## config.mk

```make
export PLATFORM = sky130hd
export DESIGN_NAME = alufg_host
export DESIGN_NICKNAME = d
export VERILOG_FILES = /design/src/design/alufg_pkg.sv /design/src/design/alufg_host.sv
export SDC_FILE = /design/constraint.sdc
export NUM_CORES = 1
export LEC_CHECK = 0
export ABC_AREA = 1
export BUFFER_PORTS_ARGS = -buffer_cell sky130_fd_sc_hd__buf_4
export CORE_MARGIN = 3
export CORE_UTILIZATION = 51
export CTS_CLUSTER_DIAMETER = 100
export DETAILED_ROUTE_END_ITERATION = 16
export PLACE_DENSITY = 0.88
export SYNTH_ARGS = -nofsm -noshare
export SYNTH_HDL_FRONTEND = slang
export SYNTH_SLANG_ARGS = --single-unit
export TNS_END_PERCENT = 5
```

## constraint.sdc

```tcl
create_clock -name clk -period 2.9 [get_ports clk]
set_input_delay 0.29 -clock clk [delete_from_list [all_inputs] [get_ports clk]]
set_output_delay 0.29 -clock clk [all_outputs]
set_load 0.02 [all_outputs]
```

## src/design/alufg_pkg.sv

```systemverilog
// package with the ALU host controller encodings and timing constants
package alufg_pkg;
  // operand and select widths
  localparam int ALUFG_W = 4;
  // select codes driven toward the ALU
  localparam logic [3:0] ALUFG_SEL_SUB = 4'h6;
  localparam logic [3:0] ALUFG_SEL_ADD = 4'h9;
  localparam logic [3:0] ALUFG_SEL_DBL = 4'hC;
  localparam logic [3:0] ALUFG_SEL_XFR = 4'hF;
  localparam logic [3:0] ALUFG_SEL_DEC = 4'hF;
  localparam logic [3:0] ALUFG_SEL_ZERO = 4'h3;
  // mode control levels
  localparam logic ALUFG_MODE_ARITH = 1'b0;
  localparam logic ALUFG_MODE_LOGIC = 1'b1;
  // inverted carry pin levels (active-high data)
  localparam logic ALUFG_CN_NOCARRY = 1'b1;
  localparam logic ALUFG_CN_CARRY = 1'b0;
  // settle time for the combinational ALU, in ns
  localparam int ALUFG_SETTLE_NS = 100;
  localparam int ALUFG_CLK_NS = 50;
  localparam int ALUFG_SETTLE_CYC = (ALUFG_SETTLE_NS + ALUFG_CLK_NS - 1) / ALUFG_CLK_NS;
  localparam logic [3:0] ALUFG_SETTLE_CNT = 4'(ALUFG_SETTLE_CYC);
  // host operations
  typedef enum logic [2:0] {
    ALUFG_OP_ADD,
    ALUFG_OP_SUB,
    ALUFG_OP_EQ,
    ALUFG_OP_MAG,
    ALUFG_OP_DEC,
    ALUFG_OP_XFR,
    ALUFG_OP_DBL,
    ALUFG_OP_LOGIC
  } alufg_op_t;
  // pins toward the ALU
  typedef struct packed {
    logic [3:0] func_select;
    logic mode;
    logic carry_in_n;
    logic [3:0] operand_first;
    logic [3:0] operand_second;
  } alufg_drive_t;
  // pins coming back from the ALU
  typedef struct packed {
    logic [3:0] result_word;
    logic carry_out_n;
    logic prop_n;
    logic gen_n;
    logic equal;
  } alufg_sense_t;
  // captured answer
  typedef struct packed {
    logic [3:0] result_word;
    logic carry;
    logic prop_n;
    logic gen_n;
    logic equal;
  } alufg_answer_t;
endpackage

```

## src/design/alufg_host.sv

```systemverilog
// host controller that drives a 4-bit ALU/function generator through its pins
`timescale 1ns/1ps
`default_nettype none
module alufg_host
  import alufg_pkg::*;
(
  input wire logic clk,
  input wire logic rst_n,
  input wire logic req_valid,
  output logic req_ready,
  input wire alufg_op_t req_op,
  input wire logic req_carry,
  input wire logic [3:0] req_logic_sel,
  input wire logic [3:0] req_first,
  input wire logic [3:0] req_second,
  output alufg_drive_t alu_drive,
  input wire alufg_sense_t alu_sense,
  output logic ans_valid,
  output alufg_answer_t ans_data
);

  // one request at a time: take, settle, report, then ready again
  // controller states
  typedef enum logic [1:0] {ALUFG_IDLE, ALUFG_WAIT, ALUFG_DONE} alufg_state_t;

  alufg_state_t state_r, state_nxt; // sequencer state
  // cycles from the take edge to the edge that sees the answer pulse
  localparam int ALUFG_ANS_DLY = ALUFG_SETTLE_CYC + 1;
  alufg_drive_t drive_r; // registered pin drive
  alufg_drive_t drive_nxt; // decoded pin drive for a request
  logic [3:0] wait_r; // settle counter
  alufg_answer_t ans_r; // captured answer

  // select code for each host operation
  // codes follow the active-high data reading of the slice
  // logic requests pass the caller's code straight through
  function automatic logic [3:0] alufg_sel(input alufg_op_t op, input logic [3:0] lsel);
    logic [3:0] s;
    s = ALUFG_SEL_ADD;
    unique case (op)
      ALUFG_OP_ADD: s = ALUFG_SEL_ADD;
      ALUFG_OP_SUB, ALUFG_OP_EQ, ALUFG_OP_MAG: s = ALUFG_SEL_SUB;
      ALUFG_OP_DEC: s = ALUFG_SEL_DEC;
      ALUFG_OP_XFR: s = ALUFG_SEL_XFR;
      ALUFG_OP_DBL: s = ALUFG_SEL_DBL;
      ALUFG_OP_LOGIC: s = lsel;
    endcase
    return s;
  endfunction

  // decoded controls for the request now on the inputs
  // logic class turns the internal carries off
  wire logic is_logic = (req_op == ALUFG_OP_LOGIC);
  // magnitude compare and transfer need the carry forced in
  // magnitude: A minus B with carry, carry out set when A is not below B
  // transfer: select all ones gives A minus 1, the carry brings it back to A
  wire logic force_carry = (req_op == ALUFG_OP_MAG) || (req_op == ALUFG_OP_XFR);
  // decrement and equality leave the carry pin at its no-carry level
  // equality: A minus B minus 1 is all ones exactly when the words match
  wire logic no_carry = (req_op == ALUFG_OP_DEC) || (req_op == ALUFG_OP_EQ);
  // other arithmetic takes the caller's carry wish
  wire logic want_carry = force_carry || (!no_carry && req_carry);
  // settle counter has run out
  wire logic settled = (wait_r == 4'h0);

  // build the drive word; carry pin inverted for active-high data
  always_comb begin
    drive_nxt.func_select = alufg_sel(req_op, req_logic_sel);
    drive_nxt.mode = is_logic ? ALUFG_MODE_LOGIC : ALUFG_MODE_ARITH;
    drive_nxt.carry_in_n = want_carry ? ALUFG_CN_CARRY : ALUFG_CN_NOCARRY;
    drive_nxt.operand_first = req_first;
    drive_nxt.operand_second = req_second;
  end

  // ready only while idle, so a request is never taken mid-operation
  assign req_ready = (state_r == ALUFG_IDLE);
  // pins come straight from the drive register
  assign alu_drive = drive_r;
  // answer pulse marks the single cycle spent in DONE
  assign ans_valid = (state_r == ALUFG_DONE);
  // captured answer stands until the next capture
  assign ans_data = ans_r;

  // next state
  always_comb begin
    state_nxt = state_r;
    unique case (state_r)
      // idle: take a request as soon as one is offered
      ALUFG_IDLE: if (req_valid) state_nxt = ALUFG_WAIT;
      // wait: pins are driven, give the slice time to settle
      ALUFG_WAIT: if (settled) state_nxt = ALUFG_DONE;
      // done: answer pulse lasts one cycle
      ALUFG_DONE: state_nxt = ALUFG_IDLE;
      // the fourth code is never entered; fall back to idle
      default: state_nxt = ALUFG_IDLE;
    endcase
  end

  // sequencer register
  // reset returns the controller to idle at once, without a clock
  always_ff @(posedge clk or negedge rst_n) begin
    if (!rst_n) state_r <= ALUFG_IDLE;
    else state_r <= state_nxt;
  end

  // drive pins on accept; reset drive is an add of two zero words, no carry
  // operands and controls stay frozen until the next take, which keeps
  // the slice steady while it settles
  always_ff @(posedge clk or negedge rst_n) begin
    if (!rst_n) begin
      drive_r <= '{ALUFG_SEL_ADD, ALUFG_MODE_ARITH, ALUFG_CN_NOCARRY, 4'h0, 4'h0};
    end else if (req_ready && req_valid) begin
      drive_r <= drive_nxt;
    end
  end

  // settle counter, combinational ALU needs time only
  // the count starts one short: the edge that leaves WAIT is itself
  // the last settle cycle, so the answer is sampled after the full time
  always_ff @(posedge clk or negedge rst_n) begin
    if (!rst_n) wait_r <= 4'h0;
    else if (req_ready && req_valid) wait_r <= ALUFG_SETTLE_CNT - 4'h1;
    else if (!settled) wait_r <= wait_r - 4'h1;
  end

  // capture the outputs once settled; carry restored to active-high
  // sampled once, at the edge that leaves WAIT, so an answer never mixes
  // the pins of two requests
  always_ff @(posedge clk or negedge rst_n) begin
    if (!rst_n) begin
      ans_r <= '0;
    end else if (state_r == ALUFG_WAIT && settled) begin
      ans_r.result_word <= alu_sense.result_word;
      ans_r.carry <= ~alu_sense.carry_out_n;
      ans_r.prop_n <= alu_sense.prop_n;
      ans_r.gen_n <= alu_sense.gen_n;
      ans_r.equal <= alu_sense.equal;
    end
  end

  // checks on what the controller drives and what it captures
  chk_arith_mode_low: assert property (@(posedge clk) disable iff (!rst_n)
    (req_ready && req_valid && req_op != ALUFG_OP_LOGIC) |=> alu_drive.mode == ALUFG_MODE_ARITH)
    else $error("mode not low for arithmetic");
  chk_logic_mode_high: assert property (@(posedge clk) disable iff (!rst_n)
    (req_ready && req_valid && req_op == ALUFG_OP_LOGIC) |=>
    (alu_drive.mode == ALUFG_MODE_LOGIC && alu_drive.func_select == $past(req_logic_sel)))
    else $error("logic request not driven");
  chk_eq_sub_carry: assert property (@(posedge clk) disable iff (!rst_n)
    (req_ready && req_valid && req_op == ALUFG_OP_EQ) |=>
    (alu_drive.func_select == ALUFG_SEL_SUB && alu_drive.carry_in_n == ALUFG_CN_NOCARRY))
    else $error("equality test not subtract with carry pin high");
  chk_mag_select: assert property (@(posedge clk) disable iff (!rst_n)
    (req_ready && req_valid && req_op == ALUFG_OP_MAG) |=> alu_drive.func_select == ALUFG_SEL_SUB)
    else $error("magnitude select wrong");
  chk_dbl_select: assert property (@(posedge clk) disable iff (!rst_n)
    (req_ready && req_valid && req_op == ALUFG_OP_DBL) |=> alu_drive.func_select == ALUFG_SEL_DBL)
    else $error("double select wrong");
  chk_carry_polarity: assert property (@(posedge clk) disable iff (!rst_n)
    (req_ready && req_valid && req_op == ALUFG_OP_ADD) |=>
    alu_drive.carry_in_n == !$past(req_carry))
    else $error("carry pin polarity wrong");
  chk_answer_timing: assert property (@(posedge clk) disable iff (!rst_n)
    (req_ready && req_valid) |-> ##ALUFG_ANS_DLY ans_valid)
    else $error("answer late or early");
  chk_drive_stable: assert property (@(posedge clk) disable iff (!rst_n)
    (!req_ready) |=> (alu_drive == $past(alu_drive) || $past(req_ready)))
    else $error("drive changed during operation");
  chk_carry_capture: assert property (@(posedge clk) disable iff (!rst_n)
    (state_r == ALUFG_WAIT && settled) |=> ans_data.carry == !$past(alu_sense.carry_out_n))
    else $error("carry capture wrong");
  chk_equal_capture: assert property (@(posedge clk) disable iff (!rst_n)
    (state_r == ALUFG_WAIT && settled) |=> ans_data.equal == $past(alu_sense.equal))
    else $error("equal capture wrong");
  chk_sub_select: assert property (@(posedge clk) disable iff (!rst_n)
    (req_ready && req_valid && req_op == ALUFG_OP_SUB) |=>
    (alu_drive.func_select == ALUFG_SEL_SUB && alu_drive.carry_in_n == !$past(req_carry)))
    else $error("subtract not driven");
  chk_dec_no_carry: assert property (@(posedge clk) disable iff (!rst_n)
    (req_ready && req_valid && req_op == ALUFG_OP_DEC) |=>
    (alu_drive.func_select == ALUFG_SEL_DEC && alu_drive.carry_in_n == ALUFG_CN_NOCARRY))
    else $error("decrement not driven");
  chk_xfr_carry: assert property (@(posedge clk) disable iff (!rst_n)
    (req_ready && req_valid && req_op == ALUFG_OP_XFR) |=>
    (alu_drive.func_select == ALUFG_SEL_XFR && alu_drive.carry_in_n == ALUFG_CN_CARRY))
    else $error("transfer not driven");
  chk_result_capture: assert property (@(posedge clk) disable iff (!rst_n)
    (state_r == ALUFG_WAIT && settled) |=> ans_data.result_word == $past(alu_sense.result_word))
    else $error("result capture wrong");
  chk_lookahead_capture: assert property (@(posedge clk) disable iff (!rst_n)
    (state_r == ALUFG_WAIT && settled) |=>
    (ans_data.prop_n == $past(alu_sense.prop_n) && ans_data.gen_n == $past(alu_sense.gen_n)))
    else $error("lookahead capture wrong");
  chk_ans_pulse: assert property (@(posedge clk) disable iff (!rst_n)
    ans_valid |=> !ans_valid)
    else $error("answer pulse too long");
  cov_eq: cover property (@(posedge clk) disable iff (!rst_n)
    req_ready && req_valid && req_op == ALUFG_OP_EQ);
  cov_logic: cover property (@(posedge clk) disable iff (!rst_n)
    req_ready && req_valid && req_op == ALUFG_OP_LOGIC);
  cov_b2b: cover property (@(posedge clk) disable iff (!rst_n)
    ans_valid ##1 (req_valid && req_ready));
  cov_mag: cover property (@(posedge clk) disable iff (!rst_n)
    req_ready && req_valid && req_op == ALUFG_OP_MAG);
  cov_dec: cover property (@(posedge clk) disable iff (!rst_n)
    req_ready && req_valid && req_op == ALUFG_OP_DEC);

endmodule
`default_nettype wire

```

==> results of run 1 <==
synthesized netlist by cell type (all sizes together):
cell   number  share of area
nand3       5          0.019
buf         3          0.026
nor3        2         0.0078
ha          2          0.019
dfrtp      25           0.49
inv        12          0.035
o21ai      11          0.043
nor2       11          0.054
a21oi       3          0.012
xnor2       1         0.0068
dfstp       3          0.061
nand4       1         0.0049
nand2      74           0.22
worst min path at each step:
| stage | to | depth (start not counted) | slack, ns | from |
|---|---|---|---|---|
| after floorplan | alu_drive[0] | 0 | -0.006 | rst_n |
| after global placement | state_r[0] | 1 | 0.22 | rst_n |
| after detailed placement | alu_drive[12] | 1 | 0.23 | rst_n |
| after CTS | ans_data[4] | 3 | 0.14 | alu_sense[4] |
| after global routing | alu_drive[2] | 3 | 0.14 | req_second[2] |
| final | alu_drive[7] | 3 | 0.15 | req_first[3] |
cells by family (layout without fill, tap and decap cells):
family,after synthesis,after routing,synth area share
and+or+nand+nor,93,93,0.310
xor gates and xnor gates,1,1,0.00682
buffers and inverters,15,67,0.0613
DFF,28,28,0.548
AOI/OAI and AO/OA,14,14,0.0545
adders and majority gates,2,2,0.0195
final cells by class:
cell class | instances | area, um^2 | share of cell area
multi-input cells | 110 | 502 | 0.294
inverters | 12 | 45.0 | 0.0264
clock buffers | 4 | 36.3 | 0.0212
flip-flops and latches | 28 | 704 | 0.412
well taps | 28 | 35.0 | 0.0205
repair buffers | 51 | 385 | 0.226
power breakdown:
group / total, mW / internal, mW / switching [mW]
registers: 0.707 / 0.592 / 0.115
clock network: 0.188 / 0.0768 / 0.111
logic: 0.998 / 0.386 / 0.612
total: 1.89 / 1.05 / 0.838
state kept, by name, indices dropped and copies added, names as in the netlist:
name       cells
ans_data       8
wait_r         4
alu_drive     14
state_r        2
worst register-to-register path, cell delays in order, from the launching register on:
cell	delay [ns]
sky130_fd_sc_hd__dfrtp_1	0.42
sky130_fd_sc_hd__inv_1	0.13
sky130_fd_sc_hd__ha_1	0.21
sky130_fd_sc_hd__nand2_2	0.17
sky130_fd_sc_hd__nor2_4	0.23
sky130_fd_sc_hd__nand2_1	0.07
sky130_fd_sc_hd__nand2_1	0.08
through the flow:
step | instances | area (um^2)
2_1_floorplan | 153 | 1280
3_3_place_gp | 228 | 1660
3_5_place_dp | 228 | 1660
4_1_cts | 233 | 1710
5_1_grt | 233 | 1710
6_report | 233 | 1710
metal layers:
| metal | global-route usage | up-vias | share of wire |
|---|---|---|---|
| li1 | - | 577 | - |
| met4 | 0.0915 | 0 | 0.0070 |
| met5 | 0 | - | 0 |
| met2 | 0.389 | 25 | 0.55 |
| met1 | 0.226 | 555 | 0.40 |
| met3 | 0.0278 | 2 | 0.041 |
==> impl_summary.md, run 1 <==
Critical path
The required arrival time at the worst endpoint is 2.61 ns. The kind of cell with the highest combined delay on the critical path is flip-flops. Setup slack on the worst reg-to-reg path comes out at 1.53 ns. The launch instance of the worst register-to-register path is wait_r[0]. The type of the worst setup path is reg2out. On the worst path, the slowest cell contributes a delay of 0.45 ns. The startpoint type of the worst setup path is a flop.

The critical path launch point is state_r[0]. The type of element capturing the critical path is an output port. In this run the number of cells on the critical path is 2. The signal on the critical path passes through nor2_2 > buf_4. In this run the worst path has a maximum fanout of 4.

STA puts the critical path data arrival time at 1.11 ns. The depth of the most critical reg-to-reg path is 6. The critical path ends at req_ready. The largest individual stage delay along the critical path comes from the cell sky130_fd_sc_hd__dfrtp_1. The reg-to-reg critical path endpoint is ans_data[3]. The number of buffers and inverters on the critical path is 1.

Global routing
The via count of the first global-routing pass is 1,186. The largest net degree at the start of global routing is 29. The total global-route track usage is 0.206. The global route total overflow is 0. The initial antenna violation count came to 0.

The first global-routing pass estimated 5160 um of wire.

Routing
For this block, the initial DRC count from the detailed router was 35. The final routed wire length divided by cell count is 12.9 um. After detailed routing, the number of remaining DRC violations is 0. The iteration count of the initial detailed-routing pass is 4.

The sum of routed wire length over all layers is 3010 um. Across all layers, the routed design uses 1,159 vias. In this run the remaining antenna-violating nets after routing total 0. The via density per instance is 4.97.

Synth
The count of mapped cells out of synthesis is 153. The post-synthesis cell type count is 18. For this run, the register share of the synthesized area comes to 0.548. The area of the mapped netlist is 1280 um^2.

The count of yosys warnings during synthesis is 0. The register bit total from synthesis is 28. After synthesis, the mean cell area works out to 8.40 um^2. When the netlist entered floorplanning its net count stood at 182.

Die
The area of the die is 3160 um^2. The initial cell density of the core is 0.559. The standard cell core area is 2300 um^2.

From left edge to right edge, the die measures 56.2 um. The floorplan has 17 rows. The overall die height is 56.2 um. For this design the top-level I/O count stands at 51.

STA
Across all hold checks on the routed design, the worst slack comes to 0.153 ns. Dividing the final minimum period by the clock period gives 0.482. Timing would allow up to 0.716 GHz. The total count of max-transition violations in the final report is 0.

The count of final hold-check violations is 0. After layout, the worst setup slack is 1.50 ns. Setup repair after global routing left no endpoint under its margin. The total negative slack is 0 ns. The transition at the pin with the smallest max-transition slack is 0.425 ns.

On the final layout, the worst clock skew is 0.00563 ns. The worst pin sits at a relative slew slack of 0.716. Setup violations remaining at the end of the flow were counted as 0.

The smallest clock period supported by the final layout is computed as 1.40 ns.

Final layout
The number of antenna diodes in the final layout is 0. In the layout the commonest cells are 70 x sky130_fd_sc_hd__nand2_1, 50 x sky130_fd_sc_hd__buf_4, 25 x sky130_fd_sc_hd__dfrtp_1, 11 x sky130_fd_sc_hd__inv_1, 10 x sky130_fd_sc_hd__o21ai_0. Once layout is complete, the utilization of the core stands at 0.743. The layout net count is 235. The share of post-route cells with drive strength above 1 is 0.327. The most common cell after layout, fill and taps aside is sky130_fd_sc_hd__nand2_1. From synthesis to final layout, the design area changed by 32.9%. The number of fillers in the final layout is 176.

Clock network
The buffer cell driving the clock tree root is sky130_fd_sc_hd__clkbuf_4. Gates resized during post-CTS repair numbered 0. In this run the post-CTS setup repair buffer count came out at 0. The H-tree depth is 1. Clock tree synthesis found a total of 28 sinks. The clock latency on the worst-skew pair is 0.32 ns. The buffer levels on the longest clock path is 2. The CTS tree is done.

The number of clock buffers added by TritonCTS is 3. After clock tree synthesis, the clock-pin slew on the worst setup and hold paths is 0.15 ns. The cts-stage hold buffer count is 1.

Status
The run finished with clean final reports.

Place
Before CTS, the worst setup slack after placement is 1.58 ns. The HPWL reported at the end of detailed placement is 2280 um. The routability congestion estimate from global placement is 0.838.

Input and output buffers added on the ports amount to 50.

Run
The tool flagged a number of max-cap violations equal to 0.

Power and ir drop
The reported leakage power is 0.935 nW. VDD sags by at most 0.736 mV. The design draws 1.89 mW. The power density over the cells is 1110 nW/um^2.

Worst hold path
The kind of path behind the tightest hold check is in2reg.
No activity file was read; power rests on OpenSTA's default activity.
==> run 2, diff against run 1 <==
Settings changed: CORE_UTILIZATION 51 to 47, PLACE_DENSITY 0.88 to 0.83.
Clock period 2.9 ns to 1.4 ns, I/O delays scaled along.
==> impl_summary.md, run 2 (same netlist as run 1, synthesis figures left out) <==
Place
The number of buffers inserted by port buffering is 50 (unchanged). The worst setup timing slack at the placement stage is 0.0997 ns (-1.48 ns). The routability congestion estimate from global placement is 0.854 (+2.0%).

The HPWL reported at the end of detailed placement is 2080 um (-8.6%).

Power and ir drop
The reported leakage power was 0.989 nW (+5.8%). The largest voltage drop on the vdd net is 1.55 mV (+110%). The power density over the cells came to 2190 nW/um^2 (+98%). The total power came to 4.01 mW (+110%).

Routing
The number of nets with antenna violations after detailed routing is 0 (unchanged). The via density per instance is 4.85 (-2.5%). The iteration count of the initial detailed-routing pass is 4 (unchanged).

The final routed wire length divided by cell count is 12.5 um (-2.9%). The initial DRC count is 42 (+20%). The overall via count from detail_route is 1,198 (+3.4%). The sum of routed wire length over all layers was 3100 um (+2.9%). The total DRC errors in the routed layout is 0 (unchanged).

Clock network
The clock transition at the register clock pins on the worst setup and hold paths after CTS is 0.15 ns (about the same). The tree is rooted in a sky130_fd_sc_hd__clkbuf_4. The CTS tree is done.

The CTS buffer count is 3 (unchanged). The clock latency on the worst-skew pair is 0.32 ns (about the same). The H-tree depth is 1 (unchanged). The number of sinks on the clock net is 28 (unchanged).

The buffer levels on the longest clock path came to 2 (unchanged).

Status
The run finished with clean final reports.

Final layout
The layout net count is 247 (+5.1%). The post-route core utilization is 0.718 (-0.0252). The number of fillers in the final layout was 182 (+3.4%). The most common cell after layout, fill and taps aside is sky130_fd_sc_hd__nand2_1.

The number of antenna cells inserted is 0 (unchanged). The area taken by flip-flops and latches is 704 um^2 (unchanged). The share of post-route cells with drive strength above 1 is 0.336 (+0.00958). The area of combinational cells with multiple inputs came to 509 um^2 (+1.5%). The area growth from synthesis to layout is 42.3%.

The flip-flop count of the largest register, all copies and words added was 14 (unchanged). In the layout the commonest cells are 70 x sky130_fd_sc_hd__nand2_1, 52 x sky130_fd_sc_hd__buf_4, 25 x sky130_fd_sc_hd__dfrtp_1, 10 x sky130_fd_sc_hd__o21ai_0, 10 x sky130_fd_sc_hd__dlygate4sd3_1.

STA
The post-layout minimum cycle time is 1.33 ns. The final number of setup-violating endpoints is 0 (unchanged). The transition at the pin with the smallest max-transition slack was 0.395 ns (-0.0296 ns).

The count of final hold-check violations was 0 (unchanged). Of the available clock period, the critical path in the final layout requires 0.950. The final worst-path setup slack is 0.0703 ns (-1.43 ns).

The total count of max-transition violations in the final report was 0 (unchanged). The worst-case headroom to the max-slew limit was 0.736 (+0.0198). The fmax is 0.752 GHz. The final worst clock skew is 0.0108 ns (+0.00517 ns).

Critical path
The critical-path maximum fanout is 11 (+7). The data arrival at the endpoint of the critical path is 1.59 ns (+0.48 ns). The delay of the slowest cell on the worst path is 0.42 ns (-0.03 ns). The worst path buffer plus inverter count is 2 (+1).

STA classifies the critical path endpoint as a flop. The critical-path cell with the highest stage delay is sky130_fd_sc_hd__dfrtp_1. The type of the worst setup path is reg2reg.

Traced cell by cell, the critical path runs through inv_2 > ha_2 > nand2_4 > nor2_4 > clkbuf_2 > nand2_1 > nand2_1. In this design, the largest share of critical-path delay is due to flip-flops. The required arrival time at the worst endpoint is 1.66 ns (-0.95 ns).

The startpoint type of the worst setup path is a flop. The cell with the most instances on the worst path is sky130_fd_sc_hd__nand2_1.

Worst hold path
The worst hold path belongs to the class in2reg.

Global routing
The total global-route track usage came to 0.192 (-0.0148). The wire length of the first global-routing pass is 5000 um (-3.1%). The largest net degree at the start of global routing is 29 (unchanged). The initial antenna violation count came to 0 (unchanged). The global route total overflow is 0 (unchanged). The via count of the first global-routing pass is 1,175 (-0.93%).

Die
The overall die height is 58.3 um (+3.7%). The total I/O pin count is 51 (unchanged). The area of the die is 3400 um^2 (+7.6%). The standard cell core area is 2540 um^2 (+11%). The initial cell density of the core came to 0.505 (-0.0545). The horizontal extent of the die came to 58.3 um (+3.7%). The count of standard-cell rows is 18 (+1).

Run
The count of maximum capacitance violations came to 0 (unchanged).
[run 2: cell count changes in the layout (fill, tap and decap cells not counted)]
| cell | change |
|---|---|
| sky130_fd_sc_hd__dlygate4sd3_1 | +9 |
| sky130_fd_sc_hd__buf_4 | +2 |
| sky130_fd_sc_hd__inv_1 | -2 |
| sky130_fd_sc_hd__inv_2 | +2 |
| sky130_fd_sc_hd__clkbuf_2 | +1 |
| sky130_fd_sc_hd__ha_1 | -1 |
| sky130_fd_sc_hd__ha_2 | +1 |
| sky130_fd_sc_hd__nand2_2 | -1 |
| sky130_fd_sc_hd__nand2_4 | +1 |
[run 2: worst paths after layout]
check	from	endpoint	slack, ns	cells past startpoint
setup / recovery	wait_r[1]	ans_data[6]	0.07	7
hold / removal	req_second[3]	alu_drive[3]	0.009	3
setup reg to reg	wait_r[1]	ans_data[6]	0.07	7
hold reg to reg	alu_drive[8]	alu_drive[8]	0.49	2
max in group asynchronous	rst_n	alu_drive[10]	0.85	2
min in group asynchronous	rst_n	alu_drive[7]	0.24	2
[run 2: layout make-up]
| cell class | instances | share of cell area |
|---|---|---|
| sequential | 28 | 0.385 |
| inverter | 12 | 0.0246 |
| timing repair buffer | 63 | 0.271 |
| clock buffer | 4 | 0.0198 |
| multi-input combinational | 110 | 0.279 |
| tap | 30 | 0.0205 |
[run 2: timing repair]
| item | 4_1_cts | 5_1_grt |
|---|---|---|
| buffers inserted | 0 | 3 |
| hold buffers | 8 | 2 |
| endpoints found under the setup margin | 0 | 9 |
| hold endpoints to repair | 33 | 2 |
| gates resized for setup | 0 | 5 |
[run 2: report_power, final]
part | switching, mW | internal, mW | total, mW
clock | 0.226 | 0.159 | 0.385
combinational | 1.29 | 0.861 | 2.15
sequential | 0.244 | 1.23 | 1.47
[run 2: routing by layer]
layer,vias to the layer above,global-route usage,share of wire
met5,-,0,0
met4,0,0.0795,0.014
met3,6,0.0290,0.057
met2,47,0.313,0.49
met1,545,0.254,0.44
li1,600,-,-
[run 2: tightest hold or removal path, cell delays in order]
cell	delay, ns
sky130_fd_sc_hd__buf_4	0.08
sky130_fd_sc_hd__nand2_1	0.04
sky130_fd_sc_hd__nand2_1	0.05
[run 2: metrics by stage]
stage                     std cells  setup TNS (ns)  hold WS (ns)  area [um^2]
final                           247               0       0.00919         1830
after global routing            247       -0.000452      0.000542         1830
after CTS                       242               0       0.00155         1780
after detailed placement        230               0        0.0753         1660
after global placement          230               0        0.0709         1660
after floorplan                 153               0        -0.156         1280
